**src/cbat_pkg.sv**
```systemverilog
package cbat_pkg;

  // ----------------------------------------
  // Widths and timing
  // ----------------------------------------
  localparam int CBAT_COUNT_W = 16;
  localparam int CBAT_CS_W = 3;
  localparam int CBAT_COMP_W = 5;
  localparam int CBAT_GAIN_SEL_W = 2;
  localparam int CBAT_CLK_MHZ = 100;
  localparam int CBAT_XFER_NS = 1000;
  localparam int CBAT_XFER_CYCLES = (CBAT_XFER_NS * CBAT_CLK_MHZ + 999) / 1000;
  localparam logic [15:0] CBAT_XFER_TOP = 16'(CBAT_XFER_CYCLES - 1);
  localparam logic [15:0] CBAT_MAX_BURST = 16'hfff0;

  // ----------------------------------------
  // Tuning targets
  // ----------------------------------------
  localparam logic [15:0] CBAT_TUNE_TARGET = 16'h0800;
  localparam logic [15:0] CBAT_TUNE_WINDOW = 16'h0100;
  localparam logic [15:0] CBAT_GAIN_TARGET_0 = 16'h0a00;
  localparam logic [15:0] CBAT_GAIN_TARGET_1 = 16'h0c00;
  localparam logic [15:0] CBAT_GAIN_TARGET_2 = 16'h0e00;
  localparam logic [15:0] CBAT_GAIN_TARGET_3 = 16'h1000;
  localparam logic [CBAT_CS_W-1:0] CBAT_CS_LAST = 3'h7;
  localparam logic [CBAT_COMP_W-1:0] CBAT_COMP_LAST = 5'h1f;
  localparam logic [5:0] CBAT_AVG_COUNT = 6'h2c;
  localparam logic [1:0] CBAT_RST_MODE = 2'h0;

  // ----------------------------------------
  // Types
  // ----------------------------------------
  typedef enum logic [1:0] {
    CBAT_MODE_CONTROL = 2'h0,
    CBAT_MODE_DUAL = 2'h1,
    CBAT_MODE_STREAM = 2'h2
  } cbat_mode_type;

  typedef enum logic [2:0] {
    CBAT_ST_CS = 3'h0,
    CBAT_ST_COMP = 3'h1,
    CBAT_ST_AVG = 3'h3,
    CBAT_ST_RUN = 3'h2
  } cbat_state_type;

  typedef struct packed {
    logic tuning;
    logic [CBAT_CS_W-1:0] cs_sel;
    logic [CBAT_COMP_W-1:0] comp_sel;
    logic [CBAT_COUNT_W-1:0] burst_count;
  } cbat_stream_type;

endpackage : cbat_pkg

```
**src/cbat_burst.sv**
```systemverilog
`timescale 1ns/1ps
`default_nettype none
module cbat_burst
  import cbat_pkg::*;
(
  input wire logic clk_sys, // System clock
  input wire logic sys_rst, // Async reset
  input wire logic start, // Begin a burst
  input wire logic trip_sync, // Synchronised comparator
  output logic xfer_pulse, // One transfer strobe
  output logic busy, // Burst under way
  output logic done, // Burst finished pulse
  output logic [CBAT_COUNT_W-1:0] count // Transfers in last burst
);

  logic [15:0] div;
  logic [CBAT_COUNT_W-1:0] run;

  always_ff @(posedge clk_sys or posedge sys_rst)
  begin
    if (sys_rst)
      div <= 16'h0000;
    else if (!busy || div == CBAT_XFER_TOP)
      div <= 16'h0000;
    else
      div <= div + 16'h0001;
  end

  always_ff @(posedge clk_sys or posedge sys_rst)
  begin
    if (sys_rst)
    begin
      busy <= 1'b0;
      done <= 1'b0;
      run <= '0;
      count <= '0;
      xfer_pulse <= 1'b0;
    end
    else
    begin
      done <= 1'b0;
      xfer_pulse <= 1'b0;
      if (!busy)
      begin
        if (start)
        begin
          busy <= 1'b1;
          run <= '0;
        end
      end
      // Stop on trip, or cap a stuck channel
      else if (trip_sync || run == CBAT_MAX_BURST)
      begin
        busy <= 1'b0;
        done <= 1'b1;
        count <= run;
      end
      else if (div == CBAT_XFER_TOP)
      begin
        xfer_pulse <= 1'b1;
        run <= run + 16'h0001;
      end
    end
  end

endmodule : cbat_burst
`default_nettype wire

```
**src/cbat_tuner.sv**
```systemverilog
`timescale 1ns/1ps
`default_nettype none
// Contract
// - Count transfers until comparator trips
// - Startup picks sample cap nearest gain target
// - Then raise compensation until count reaches tuning target minus window
// - Window is target plus or minus 256
// - Keep found compensation during normal operation
// - Tune at startup and when burst count leaves window
// - No detection events while tuning
// - Streaming shows tuning flag and settings
// - Gain target chosen by fixed option field
// - Mode sets pin roles
// - Reference averages 44 bursts taken after compensation search
module cbat_tuner
  import cbat_pkg::*;
(
  input wire logic clk_sys, // System clock
  input wire logic sys_rst, // Async reset
  input wire logic [1:0] cfg_mode, // Output mode option
  input wire logic [CBAT_GAIN_SEL_W-1:0] cfg_gain_sel, // Gain target option
  input wire logic burst_trip, // Comparator from front end
  input wire logic touch_event, // Touch from detector
  input wire logic prox_event, // Proximity from detector
  input wire logic host_ctrl_in, // Host control pin
  output logic xfer_pulse, // Transfer strobe to front end
  output logic [CBAT_CS_W-1:0] cs_sel, // Sample cap code
  output logic [CBAT_COMP_W-1:0] parasitic_offset_comp, // Compensation code
  output logic [CBAT_COUNT_W-1:0] reference, // Averaged reference
  output logic detect_enable, // Detection allowed
  output logic host_ctrl, // Synchronised host input
  output logic touch_detect_pin, // Pin 1 driven level
  output logic touch_detect_pin_oe, // Pin 1 enable
  output logic proximity_detect_pin, // Pin 8 driven level
  output logic proximity_detect_pin_oe, // Pin 8 enable
  output cbat_stream_type stream_data // Streaming payload
);

  cbat_state_type state;
  cbat_mode_type mode;
  logic cfg_taken;
  logic [CBAT_GAIN_SEL_W-1:0] gain_sel;
  logic [1:0] trip_ff;
  logic [1:0] ctrl_ff;
  logic start;
  logic busy;
  logic done;
  logic [CBAT_COUNT_W-1:0] count;
  logic [CBAT_COUNT_W-1:0] best_err;
  logic [CBAT_CS_W-1:0] best_cs;
  logic [21:0] acc;
  logic [5:0] avg_n;
  logic [CBAT_COUNT_W-1:0] err;

  function automatic logic [CBAT_COUNT_W-1:0] abs_diff(input logic [CBAT_COUNT_W-1:0] a,
                                                      input logic [CBAT_COUNT_W-1:0] b);
    abs_diff = (a > b) ? a - b : b - a;
  endfunction : abs_diff

  function automatic logic [CBAT_COUNT_W-1:0] gain_target(input logic [CBAT_GAIN_SEL_W-1:0] s);
    case (s)
      2'h0: gain_target = CBAT_GAIN_TARGET_0;
      2'h1: gain_target = CBAT_GAIN_TARGET_1;
      2'h2: gain_target = CBAT_GAIN_TARGET_2;
      default: gain_target = CBAT_GAIN_TARGET_3;
    endcase
  endfunction : gain_target

  // ----------------------------------------
  // Pin synchronisers and option capture
  // ----------------------------------------
  always_ff @(posedge clk_sys or posedge sys_rst)
  begin
    if (sys_rst)
    begin
      trip_ff <= 2'h0;
      ctrl_ff <= 2'h0;
    end
    else
    begin
      trip_ff <= {trip_ff[0], burst_trip};
      ctrl_ff <= {ctrl_ff[0], host_ctrl_in};
    end
  end

  // Options are latched once after reset, later changes are ignored
  always_ff @(posedge clk_sys or posedge sys_rst)
  begin
    if (sys_rst)
    begin
      cfg_taken <= 1'b0;
      gain_sel <= '0;
      mode <= cbat_mode_type'(CBAT_RST_MODE);
    end
    else if (!cfg_taken)
    begin
      cfg_taken <= 1'b1;
      gain_sel <= cfg_gain_sel;
      mode <= cbat_mode_type'(cfg_mode);
    end
  end

  assign start = cfg_taken && !busy && !done;
  assign err = abs_diff(count, gain_target(gain_sel));

  cbat_burst u_burst (
    .clk_sys(clk_sys),
    .sys_rst(sys_rst),
    .start(start),
    .trip_sync(trip_ff[1]),
    .xfer_pulse(xfer_pulse),
    .busy(busy),
    .done(done),
    .count(count)
  );

  // ----------------------------------------
  // Tuning sequence
  // ----------------------------------------
  always_ff @(posedge clk_sys or posedge sys_rst)
  begin
    if (sys_rst)
    begin
      state <= CBAT_ST_CS;
      cs_sel <= '0;
      parasitic_offset_comp <= '0;
      best_err <= '1;
      best_cs <= '0;
      acc <= '0;
      avg_n <= '0;
      reference <= '0;
    end
    else if (done)
    begin
      // Every decision uses a burst taken after the last code change
      case (state)
        CBAT_ST_CS:
        begin
          if (cs_sel == CBAT_CS_LAST)
          begin
            state <= CBAT_ST_COMP;
            cs_sel <= (err < best_err) ? cs_sel : best_cs;
            parasitic_offset_comp <= '0;
          end
          else
          begin
            cs_sel <= cs_sel + 3'h1;
          end
          if (err < best_err)
          begin
            best_err <= err;
            best_cs <= cs_sel;
          end
        end
        CBAT_ST_COMP:
        begin
          // Compensation lowers capacitance, so count rises per step
          // Extra bit keeps a near-full count from wrapping below the target
          if ({1'b0, count} + {1'b0, CBAT_TUNE_WINDOW} >= {1'b0, CBAT_TUNE_TARGET} ||
              parasitic_offset_comp == CBAT_COMP_LAST)
          begin
            state <= CBAT_ST_AVG;
            acc <= '0;
            avg_n <= '0;
          end
          else
            parasitic_offset_comp <= parasitic_offset_comp + 5'h1;
        end
        CBAT_ST_AVG:
        begin
          if (avg_n == CBAT_AVG_COUNT - 6'h1)
          begin
            reference <= 16'((acc + 22'(count)) / 22'(CBAT_AVG_COUNT));
            state <= CBAT_ST_RUN;
          end
          else
          begin
            acc <= acc + 22'(count);
            avg_n <= avg_n + 6'h1;
          end
        end
        default:
        begin
          // Compensation code is held here until a retune clears it
          if (abs_diff(count, CBAT_TUNE_TARGET) > CBAT_TUNE_WINDOW)
          begin
            state <= CBAT_ST_CS;
            cs_sel <= '0;
            parasitic_offset_comp <= '0;
            best_err <= '1;
            best_cs <= '0;
          end
        end
      endcase
    end
  end

  // ----------------------------------------
  // Detection gating and pin roles
  // ----------------------------------------
  always_ff @(posedge clk_sys or posedge sys_rst)
  begin
    if (sys_rst)
    begin
      detect_enable <= 1'b0;
      host_ctrl <= 1'b0;
      touch_detect_pin <= 1'b0;
      touch_detect_pin_oe <= 1'b0;
      proximity_detect_pin <= 1'b0;
      proximity_detect_pin_oe <= 1'b0;
      stream_data <= '0;
    end
    else
    begin
      detect_enable <= (state == CBAT_ST_RUN);
      host_ctrl <= ctrl_ff[1];
      stream_data.tuning <= (state != CBAT_ST_RUN);
      stream_data.cs_sel <= cs_sel;
      stream_data.comp_sel <= parasitic_offset_comp;
      stream_data.burst_count <= count;
      case (mode)
        CBAT_MODE_DUAL:
        begin
          touch_detect_pin <= touch_event && state == CBAT_ST_RUN;
          touch_detect_pin_oe <= 1'b1;
          proximity_detect_pin <= prox_event && state == CBAT_ST_RUN;
          proximity_detect_pin_oe <= 1'b1;
        end
        CBAT_MODE_STREAM:
        begin
          // Both pins released: levels low, output enables off
          touch_detect_pin <= 1'b0;
          touch_detect_pin_oe <= 1'b0;
          proximity_detect_pin <= 1'b0;
          proximity_detect_pin_oe <= 1'b0;
        end
        default:
        begin
          touch_detect_pin <= (touch_event || prox_event) && state == CBAT_ST_RUN;
          touch_detect_pin_oe <= 1'b1;
          proximity_detect_pin <= 1'b0;
          proximity_detect_pin_oe <= 1'b0;
        end
      endcase
    end
  end

endmodule : cbat_tuner
`default_nettype wire

```
**config.mk**
```make
export PLATFORM = sky130hd
export DESIGN_NAME = cbat_tuner
export DESIGN_NICKNAME = d
export VERILOG_FILES = /design/src/cbat_pkg.sv /design/src/cbat_burst.sv /design/src/cbat_tuner.sv
export SDC_FILE = /design/constraint.sdc
export NUM_CORES = 1
export LEC_CHECK = 0
export ABC_AREA = 1
export BUFFER_PORTS_ARGS = -buffer_cell sky130_fd_sc_hd__clkbuf_2
export CAP_MARGIN = 20
export CORE_ASPECT_RATIO = 0.5
export CORE_MARGIN = 5
export CORE_UTILIZATION = 32
export CTS_BUF_LIST = sky130_fd_sc_hd__clkbuf_8
export CTS_CLUSTER_DIAMETER = 200
export DETAILED_ROUTE_END_ITERATION = 8
export GPL_TIMING_DRIVEN = 0
export PLACE_DENSITY = 0.51
export SYNTH_ARGS = -nofsm -noshare
export SYNTH_HDL_FRONTEND = slang
export SYNTH_HIERARCHICAL = 1
export SYNTH_SLANG_ARGS = --single-unit
```
**constraint.sdc**
```tcl
create_clock -name clk_sys -period 18 [get_ports clk_sys]
set_clock_uncertainty 0.05 [all_clocks]
set_input_delay 1.8 -clock clk_sys [delete_from_list [all_inputs] [get_ports clk_sys]]
set_output_delay 1.8 -clock clk_sys [all_outputs]
set_load 0.005 [all_outputs]
```
==> results by stage, run 1 <==
Cells and area:
- The number of filler instances in the final layout is 3,646.
- The synthesis-to-layout area growth is 11.9%.
- The utilization of the core after routing is 36.0%.
- The post-route netlist has 16.6% of its cells at a drive strength greater than 1.
- The count of inserted antenna diode cells is 0.
- In the final design database the tool counted 1,636 nets.
- Leaving out filler cells and counting taps, the final layout contains 2,035.

STA:
- The tightest hold path in the finished design has a slack of 0.310 ns.
- The number of hold-slack violations in the final timing report is 0.
- Setup repair after global routing left no endpoint under its margin.
- The maximum clock frequency is 108 MHz.
- The worst path uses 51.3% of the clock period.
- The total negative setup slack is 0 ns.
- For the pin with the worst max-slew slack, the measured transition is 0.873 ns.
- The headroom to the max-slew limit is 41.5%.
- The final-report max-slew violation count is 0.
- The final critical path time including I/O delays and setup is 9.24 ns.
- The final setup violation count is 0.

Synthesis:
- The count of mapped cells out of synthesis is 1,486.
- By area the synthesized netlist is led by dfrtp_1 (34%), nand2_1 (13%), inv_1 (6.9%).
- By count the netlist is led by nand2_1 (375), inv_1 (203), dfrtp_1 (148).
- The predominant post-synthesis flop cell is dfrtp_1.
- The cell taking the most area after synthesis is dfrtp_1.
- The share of synthesized area occupied by flip-flops and latches is 37.5%.
- In this run the cell area of the synthesized design comes to 11,000 sq um.
- The most instantiated library cell after synthesis is nand2_1.
- The number of enable flip-flop cells after synthesis is 0.
- Each instance of the synthesized netlist takes up on average 7.41 sq um.
- For this run, the number of Yosys warnings is 6.
- In this run the biggest area consumer among cell types represents 33.6% of the synthesized area.
- Of all flip-flops after synthesis, the portion carrying an async set or reset was 100%.
- Counting every net in the synthesized netlist gives 1,550.
- The distinct cell type count after synthesis is 55.
- After synthesis the netlist holds a flip-flop and latch count of 164.

CTS:
- For this design, the CTS-stage hold fixing added 0 buffers.
- After clock tree synthesis, the setup repair step added 0 buffers.
- The H-tree was split into 4 levels.
- The maximum root-to-sink buffer count is 2.
- In this run, post-CTS repair resized a total of 0 instances.
- The clock tree from TritonCTS is yes.
- The TritonCTS sink count is 164.
- The cell chosen for the clock root is clkbuf_8.
- The TritonCTS buffer count is 17.
- The clock latency on the worst-skew pair is 0.50 ns.
- The post-CTS clock slew at the launch and capture registers of the worst setup and hold paths is 0.11 ns.

Die:
- From bottom edge to top edge, the die measures 141 microns.
- 66 I/O pins were placed.
- Measured along the x axis, the die boundary spans 272 microns.
- The floorplan step defined a die boundary enclosing 38,400 sq um.
- The number of cell rows is 48.
- The total area inside the core boundary comes to 34,200 sq um.
- Once the floorplan was initialized, standard cells occupied 32.2% of the core.

Global route:
- The largest net degree at the start of global routing is 67.
- The global-route usage over all layers is 14.9%.
- The initial antenna violation count is 0.
- For this run the aggregate overflow at the end of global routing stands at 0.
- The number of global-route vias before repair was 8,876.
- The first-pass GRT wire length is 46.4 mm.

Routing:
- The wire length per cell after detailed routing is 13.7 microns.
- The total wire length is 27.8 mm.
- The first detailed-routing pass took 5 iterations.
- The total number of vias is 9,397.
- For this block, the initial DRC count from the detailed router was 570.
- The remaining design rule violation count is 0.
- Once detail routing completed, the nets flagged for antenna violations numbered 0.
- After detailed routing, the number of vias per cell comes to 4.62.

Placement:
- The number of instances in the placed design is 2,003.
- During placement, the flow inserted port buffers numbering 65.
- The congestion estimate from routability-driven global placement came to 0.826.
- The estimated wirelength of the detail-placed design is 21.2 mm.

Pwr:
- Summed over all cells, the static leakage comes to 6.62 nW.
- The largest vdd supply drop is 47.1 uV.
- The power density normalized to cell area is 88.3 nW/um^2.
- The completed layout was analyzed and its total power is 1.09 mW.

Run status:
- The run finished with clean final reports.

Setup path:
- STA classifies the critical path endpoint as a flop.
- The maximum cell stage delay along the critical path is 0.68 ns.
- The data arrival time at the worst-slack endpoint is 9.59 ns.
- STA classifies the critical path startpoint as a flop.
- The slowest stage of the critical path is the dfrtp_1 cell.
- At the worst endpoint, the required time is 18.35 ns.
- The dominant cell type by count on the critical path is nand2_2.
- Along the worst path, the maximum fanout reaches 7.
- The category of the critical setup timing path is flop to flop.

Job:
- The tool flagged a number of max-cap violations equal to 0.

Hold path:
- The path type of the worst min-delay path is flop to flop.
## worst paths after layout
check | from | end | slack [ns] | cells past startpoint
max reg2reg | u_burst/count[9] | reference[0] | 8.76 | 87
min in group asynchronous | sys_rst | trip_ff[0] | 1.30 | 2
max in group asynchronous | sys_rst | best_err[2] | 15.86 | 3
max | u_burst/count[9] | reference[0] | 8.76 | 87
min | trip_ff[0] | trip_ff[1] | 0.31 | 0
min reg2reg | trip_ff[0] | trip_ff[1] | 0.31 | 0
## layout make-up
cell class	instances	area, sq um	share of cell area [%]
Sequential cell	164	4120	33.5
Timing Repair Buffer	67	373	3.03
Multi-Input combinational cell	1072	5900	47.9
Tap cell	450	563	4.57
Inverter	228	862	6.99
Buffer	22	135	1.10
Clock inverter	14	119	0.964
Clock buffer	18	248	2.01
## logic make-up (layout without fill, tap and decap cells)
kind of cell,count (synthesis),count (layout),synth area share (%)
XOR/XNOR,48,48,3.89
other,1,1,0.0341
AND/OR/NAND/NOR,765,765,32.1
adder cells (fa/ha/maj),54,54,6.27
buffers and inverters,250,349,9.01
flip-flops,164,164,37.5
AO/OA/AOI/OAI,203,203,11.1
multiplexers,1,1,0.0909
## routing by layer
metal | vias to the layer above | wire, microns | global-route usage (%)
met1 | 4328 | 14600 | 21.6
li1 | 4950 | - | -
met4 | 0 | 270 | 3.89
met5 | - | 0 | 0
met2 | 104 | 12100 | 23.1
met3 | 15 | 844 | 2.60
## state kept, by name, summed over array words and instances, names as in the netlist, 2 cells and up
register,cells
state,2
u_burst/run,16
best_cs,3
ctrl_ff,2
u_burst/count,16
reference,16
parasitic_offset_comp,5
cs_sel,3
gain_sel,2
best_err,16
avg_n,6
trip_ff,2
stream_data,25
u_burst/div,16
acc,22
mode,2
## power breakdown
part	switching [mW]	internal [mW]
clock network	0.162	0.103
logic	0.229	0.126
registers	0.0358	0.432
## cell usage in the layout, fill, tap and decap left out, types with 3 or more instances in the layout
master / synthesis / layout
o21ai_1: 3 / 3
buf_2: 3 / 3
nand3_1: 100 / 100
nand3b_1: 5 / 5
clkinv_4: 0 / 4
and3_1: 3 / 3
nand3_2: 16 / 16
a31oi_1: 17 / 17
inv_1: 203 / 201
dfstp_2: 16 / 16
inv_6: 0 / 7
nor4_1: 4 / 4
a32o_1: 7 / 7
nand4_1: 12 / 12
clkbuf_2: 0 / 65
nand2_4: 20 / 20
inv_2: 19 / 20
clkinv_1: 5 / 5
nor2_1: 134 / 134
xnor2_1: 13 / 13
nor3b_1: 4 / 4
o21ai_2: 13 / 13
nand2_1: 375 / 375
clkbuf_1: 12 / 12
o31ai_1: 4 / 4
o21bai_1: 4 / 4
buf_6: 4 / 4
o211ai_1: 6 / 6
a21oi_1: 42 / 42
o22ai_1: 7 / 7
dfrtp_1: 148 / 148
xor2_1: 34 / 34
o21a_1: 4 / 4
clkbuf_8: 0 / 18
nand2_2: 58 / 58
ha_1: 52 / 52
o21ai_0: 86 / 86
nor3_1: 26 / 25
## through the flow
step / cell area, sq um / worst slack, ns
2_1_floorplan: 11000 / 10.09
6_report: 12300 / 8.76
5_1_grt: 12300 / 7.59
4_1_cts: 12300 / 8.65
3_3_place_gp: 11900 / 8.64
3_5_place_dp: 12000 / 8.67
## worst max-delay path: cells and delay by family, from the launching register on
family / cells / cell delay (ns)
AO/OA/AOI/OAI: 5 / 0.95
AND/OR/NAND/NOR: 78 / 6.93
buffers and inverters: 3 / 0.15
flip-flops: 1 / 0.68
adder cells (fa/ha/maj): 1 / 0.37
(Power assumes the default switching activity.)
==> run 2, diff against run 1 <==
- clock period: 18 -> 9.5 ns (I/O delays scaled with it)
==> run 2 against run 1 <==
Net effect: sequential power increased by 89%; clock power increased by 89%; register-to-register slack got worse by 8.0 ns; hold slack about the same; flip-flop and latch count unchanged; cell area increased by 6.6%; die area unchanged; clock-buffer cell count unchanged; cell count increased by 2.1%; via count increased by 2.5%; total power increased by 91%; largest power group unchanged.
==> results by stage, run 2 (synthesis results as in run 1) <==
Run status:
- The flow ran to the end, and the final reports show no timing, DRC or antenna violations.

Hold path:
- The path class of the tightest hold or removal check is flop to flop.
- The hold path endpoint is trip_ff[1].
- The critical hold path startpoint is trip_ff[0].
- The hold-critical path depth is 0 (unchanged).

Cells and area:
- The synthesis-to-layout area growth is 19.3%.
- The count of inserted antenna diode cells was 0 (unchanged).
- The number of filler instances in the final layout is 3,581 (-1.8%).
- Ranked by flip-flop count, first place goes to stream_data.
- The share of post-route cells with drive strength above 1 is 23.5% (+6.9 points).
- In the layout the commonest cells are nand2_1 (359), inv_1 (199), dfrtp_1 (132).
- The utilization of the core after routing is 38.4% (+2.4 points).
- The largest registers in the layout are stream_data (25), acc (22).
- The final cell count without fillers is 2,077 (+2.1%).
- The commonest non-fill, non-tap cell in the layout is nand2_1.
- The flip-flop count of the largest register after layout is 25 (unchanged).
- The count of nets after finishing is 1,678 (+2.6%).

Global route:
- The first-pass GRT wire length is 46.4 mm (unchanged).
- The initial antenna violation count is 0 (unchanged).
- The number of global-route vias before repair is 8,876 (unchanged).
- The largest net degree at the start of global routing came to 67 (unchanged).
- The global-route usage over all layers is 14.9% (unchanged).
- The total congestion overflow after global routing is 0 (unchanged).

Setup path:
- The worst setup path is launched from a flop.
- The slack of the worst reg-to-reg path came to 0.77 ns (-7.99 ns).
- The maximum cell stage delay along the critical path is 0.46 ns (-0.22 ns).
- The slowest stage of the critical path belongs to the cell dfrtp_2.
- The source of the worst register-to-register timing path is u_burst/count[0].
- The dominant cell type by count on the critical path is nand2_4.
- The worst setup path is captured at a flop.
- The data arrival time at the worst-slack endpoint is 9.09 ns (-0.50 ns).
- The endpoint identified for the worst register-to-register timing path is reference[0].
- The worst setup path is of the flop to flop kind.
- The depth of the worst register-to-register path was 90 (+3.4%).
- The worst endpoint required time is 9.86 ns (-8.49 ns).
- The maximum fanout count along the critical path is 6 (-1).

CTS:
- The clock tree from TritonCTS is yes.
- CTS placed an instance of clkbuf_8 at the clock tree root.
- The TritonCTS sink count is 164 (unchanged).
- The clock latency on the worst-skew pair came to 0.50 ns (about the same).
- The maximum root-to-sink buffer count came to 2 (unchanged).
- The post-CTS clock slew at the launch and capture registers of the worst setup and hold paths came to 0.11 ns (about the same).
- The TritonCTS buffer count is 17 (unchanged).
- The depth of the CTS H-tree is 4 (unchanged).

Pwr:
- The total power draw was 2.08 mW (+91%).
- The switching share of power is 39.2% (-0.054 points).
- The power density normalized to cell area came to 158 nW/um^2 (+79%).
- The clock network power share came to 24.3% (about the same).
- The combinational power share is 33.1% (+0.5 points).
- The largest vdd supply drop was 89.6 uV (+90%).
- The portion of total power attributed to sequential cells is 42.6% (-0.4 points).
- The net switching power of the design is 814 uW (+90%).
- The static leakage is 6.92 nW (+4.6%).
- The internal power is 1.26 mW (+91%).

Die:
- The full die area is 38,400 sq um (unchanged).
- The height of the die came to 141 microns (unchanged).
- The die width was 272 microns (unchanged).
- The boundary pin count was 66 (unchanged).
- The initial core utilization came to 32.2% (unchanged).
- The core footprint is 34,200 sq um (unchanged).
- The number of cell rows is 48 (unchanged).

Placement:
- The final weighted congestion of routability-driven global placement is 0.826 (unchanged).
- The number of instances in the placed design is 2,003 (unchanged).
- The count of port buffers added during placement is 65 (unchanged).
- The estimated wirelength of the detail-placed design is 21.2 mm (unchanged).

Routing:
- The number of nets with antenna violations after routing came to 0 (unchanged).
- The average via count per standard cell is 4.64 (+0.44%).
- The highest layer touched by signal routing is met4.
- The met1 layer wirelength in the final routing came to 14.8 mm (+1.2%).
- The remaining design rule violation count is 0 (unchanged).
- The total number of vias is 9,633 (+2.5%).
- The wire length per cell after detailed routing was 13.8 microns (+0.55%).
- The iteration count of the initial detailed-routing pass is 5 (unchanged).
- The amount of wire on met2 after detailed routing came to 12.8 mm (+5.8%).
- The iteration-0 DRC count of the detailed router is 585 (+2.6%).
- The total wire length is 28.6 mm (+2.6%).
- The met3 wire length is 747 microns (-11%).

STA:
- The final-report max-slew violation count is 0 (unchanged).
- The transition time of the tightest slew-check pin is 0.881 ns (+0.00810 ns).
- The maximum clock frequency is 115 MHz (+5.8%).
- The worst hold-check slack was 0.310 ns (+0.0000190 ns).
- The final critical path time including I/O delays and setup is 8.73 ns (-0.509 ns).
- The total negative setup slack was 0 ns (unchanged).
- The share of the cycle needed by the critical path after routing is 91.9% (+41 points).
- The final setup violation count is 0 (unchanged).
- The headroom to the max-slew limit came to 41.0% (-0.54 points).
- The number of hold-slack violations in the final timing report is 0 (unchanged).

Job:
- The number of maximum-capacitance constraint violations is 0 (unchanged).
-- run 2: cell count changes in the layout (fill, tap and decap cells not counted), sizes merged --
cell	delta
buf	+42
-- run 2: worst max-delay path by stage --
stage | depth (start not counted) | from | end | slack (ns)
5_1_grt | 94 | u_burst/count[1] | reference[0] | -0.13
3_5_place_dp | 90 | u_burst/count[0] | reference[0] | 0.17
2_1_floorplan | 92 | u_burst/count[0] | reference[0] | 1.59
6_report | 90 | u_burst/count[0] | reference[0] | 0.77
4_1_cts | 90 | u_burst/count[0] | reference[0] | 0.15
3_3_place_gp | 88 | u_burst/count[0] | reference[0] | 0.14
-- run 2: final cells by class --
cell class                 instances  area (sq um)  area share (%)
multi-input combinational       1072          6380            48.6
clock buffer                      18           248            1.89
sequential                       164          4140            31.5
inverter                         228           862            6.56
timing repair buffer             109           688            5.24
tap                              450           563            4.28
clock inverter                    14           119           0.905
buffer                            22           135            1.03
-- run 2: metal layers --
metal  vias up  global-route usage (%)
li1       5016                       -
met1      4508                    21.6
met2        96                    23.1
met3        13                    2.60
met4         0                    3.89
met5         -                       0
-- run 2: repair_timing --
item,in CTS,in global routing
hold buffers,0,0
gates resized for setup,0,106
endpoints found under the setup margin,0,3
buffers inserted,0,42
-- run 2: per-stage QoR --
step / worst slack, ns / cell area [sq um]
after global placement: 0.142 / 11900
after CTS: 0.148 / 12300
final: 0.769 / 13100
after global routing: -0.127 / 13100
after detailed placement: 0.169 / 12000
after floorplan: 1.59 / 11000
-- run 2: worst max-delay path: cells and delay by family, from the launching register on --
family / cells / cell delay (ns)
flip-flops: 1 / 0.46
adder cells (fa/ha/maj): 2 / 0.56
AND/OR/NAND/NOR: 84 / 6.95
AO/OA/AOI/OAI: 2 / 0.41
buffers and inverters: 2 / 0.17
-- run 2: power groups by stage --
stage / sequential [mW] / combinational [mW] / clock [mW]
final: 0.885 / 0.687 / 0.504
after global routing: 0.898 / 0.788 / 0.558
after CTS: 0.889 / 0.679 / 0.532
after detailed placement: 0.902 / 0.677 / 0
after global placement: 0.900 / 0.672 / 0
after floorplan: 0.884 / 0.487 / 0
==> run 3, diff against run 2 <==
- CORE_ASPECT_RATIO: 0.5 -> unset
==> run 3 against run 2 <==
Net effect: sequential share of layout area shrank 0.093 points; non-clock buffer count grew 4; register-to-register slack about the same; global-route usage is 0.37 points lower; total power is 1.0% higher; die area decreased by 0.58%; critical path type unchanged; clock-buffer cell count shrank 1; clock power up 5.2%; cell count rose by 0.43%; first-iteration DRC count shrank 21%; critical path depth rose by 10; hold slack improved by 0.00078 ns.
==> results by stage, run 3 (synthesis results as in run 1) <==
Die:
- The number of cell rows is 68 (+42%).
- The core footprint is 34,300 sq um (+0.16%).
- The boundary pin count was 66 (unchanged).
- The initial core utilization is 32.1% (-0.052 points).
- The die width is 196 microns (-28%).
- The full die area is 38,200 sq um (-0.58%).
- The height of the die is 196 microns (+38%).

STA:
- The number of hold-slack violations in the final timing report is 0 (unchanged).
- The share of the cycle needed by the critical path after routing was 91.9% (about the same).
- The transition time of the tightest slew-check pin came to 0.777 ns (-0.104 ns).
- The final critical path time including I/O delays and setup is 8.73 ns (+0.00215 ns).
- The total negative setup slack is 0 ns (unchanged).
- The final-report max-slew violation count was 0 (unchanged).
- The final setup violation count is 0 (unchanged).
- The headroom to the max-slew limit is 48.2% (+7.2 points).
- The worst hold-check slack is 0.311 ns (+0.000776 ns).
- The maximum clock frequency is 115 MHz (about the same).

Cells and area:
- Relative to the synthesized area, the layout overhead comes to 19.7%.
- The largest registers in the layout are stream_data (25), acc (22).
- In the layout the commonest cells are nand2_1 (361), inv_1 (198), dfrtp_1 (132).
- The library cell used most frequently in the layout, excluding fill and tap cells, is nand2_1.
- The flip-flop count of the largest register after layout came to 25 (unchanged).
- The count of nets after finishing is 1,682 (+0.24%).
- stream_data holds more flip-flops than any other register.
- The count of inserted antenna diode cells is 0 (unchanged).
- The number of filler instances in the final layout is 3,518 (-1.8%).
- The share of post-route cells with drive strength above 1 is 23.0% (-0.49 points).
- The utilization of the core after routing is 38.4% (+0.051 points).

CTS:
- The clock latency on the worst-skew pair is 0.49 ns (about the same).
- The TritonCTS buffer count was 17 (unchanged).
- The depth of the CTS H-tree is 4 (unchanged).
- The cell chosen for the clock root is clkbuf_8.
- The maximum root-to-sink buffer count is 2 (unchanged).
- TritonCTS built the clock tree.
- The TritonCTS sink count was 164 (unchanged).
- The post-CTS clock slew at the launch and capture registers of the worst setup and hold paths is 0.11 ns (about the same).

Pwr:
- The static leakage was 6.98 nW (+0.90%).
- The total power draw is 2.10 mW (+1.0%).
- The power density normalized to cell area came to 159 nW/um^2 (+0.70%).
- The largest vdd supply drop is 96.5 uV (+7.7%).

Setup path:
- The category of the critical setup timing path is flop to flop.
- The type of element launching the critical path is a flop.
- For this design, the slowest cell found on the critical path is dfrtp_2.
- The cell family contributing the most delay on the critical path is simple AND/OR/NAND/NOR gates.
- The dominant cell type by count on the critical path is nand2_4.
- The data arrival time at the worst-slack endpoint is 9.08 ns (about the same).
- The maximum fanout count along the critical path is 6 (unchanged).
- The worst endpoint required time is 9.85 ns (about the same).
- The worst setup path is captured at a flop.
- The maximum cell stage delay along the critical path is 0.46 ns (about the same).
- The number of buffers and inverters on the critical path is 8 (+6).

Run status:
- The flow ran to the end, and the final reports show no timing, DRC or antenna violations.

Placement:
- The count of port buffers added during placement is 65 (unchanged).
- The final weighted congestion of routability-driven global placement is 0.877 (+6.1%).
- The estimated wirelength of the detail-placed design was 21.0 mm (-0.51%).

Routing:
- The total number of vias is 9,717 (+0.87%).
- The iteration count of the initial detailed-routing pass came to 5 (unchanged).
- The iteration-0 DRC count of the detailed router is 465 (-21%).
- The wire length per cell after detailed routing is 13.4 microns (-2.3%).
- The total wire length is 28.0 mm (-1.9%).
- The remaining design rule violation count is 0 (unchanged).
- The number of nets with antenna violations after routing is 0 (unchanged).
- The average via count per standard cell is 4.66 (+0.44%).

Global route:
- The first-pass GRT wire length is 46.0 mm (-0.73%).
- The total congestion overflow after global routing was 0 (unchanged).
- The largest net degree at the start of global routing is 84 (+25%).
- The global-route usage over all layers is 14.5% (-0.37 points).
- The initial antenna violation count was 0 (unchanged).
- The number of global-route vias before repair is 9,343 (+5.3%).

Job:
- The number of maximum-capacitance constraint violations is 0 (unchanged).

Hold path:
- The min-delay analysis places its worst path in the category flop to flop.
[run 3: changes by cell type in the layout (fill, tap and decap cells not counted), sizes merged]
cell | previous run | this run
buf | 54 | 58
bufinv | 0 | 1
clkbuf | 95 | 94
clkinv | 11 | 8
clkinvlp | 2 | 1
inv | 229 | 233
[run 3: metrics by stage]
stage                     area (sq um)  instances  setup slack, ns
final                            13200       2086            0.767
after global routing             13200       2086          -0.0579
after CTS                        12400       2041            0.183
after detailed placement         12000       2009            0.237
after global placement           11900       2006            0.339
after floorplan                  11000       1486             1.59
[run 3: worst paths after layout]
path | start | endpoint | slack, ns | cells past startpoint
worst max-delay path | u_burst/count[0] | reference[0] | 0.77 | 100
worst min-delay path | ctrl_ff[1] | host_ctrl | 0.31 | 0
worst max register to register | u_burst/count[0] | reference[0] | 0.77 | 100
worst min register to register | ctrl_ff[1] | host_ctrl | 0.31 | 0
max in group asynchronous | sys_rst | best_err[11] | 8.26 | 3
min in group asynchronous | sys_rst | u_burst/div[15] | 0.38 | 2
[run 3: layout make-up]
class | count | area [sq um] | area share, %
Tap cell | 455 | 569 | 4.32
Timing Repair Buffer | 113 | 722 | 5.48
Clock inverter | 15 | 158 | 1.20
Clock buffer | 17 | 234 | 1.78
Inverter | 228 | 862 | 6.54
Buffer | 22 | 135 | 1.03
Multi-Input combinational cell | 1072 | 6360 | 48.2
Sequential cell | 164 | 4140 | 31.4
[run 3: routing by layer]
metal  GRT usage, %  wire, microns
met1           19.4          13400
met2           24.3          13400
met3           2.57            921
met4           3.93            308
met5              0              0
[run 3: what timing repair did]
| item | in CTS | in global routing |
|---|---|---|
| setup endpoints to repair | 0 | 3 |
| hold buffers | 0 | 0 |
| setup buffers | 0 | 45 |
| resized for setup | 0 | 97 |
[run 3: where the power goes]
group	leakage (nW)	switching [mW]	internal, mW
logic	4.63	0.437	0.248
registers	2.15	0.0618	0.820
clock network	0.200	0.310	0.220
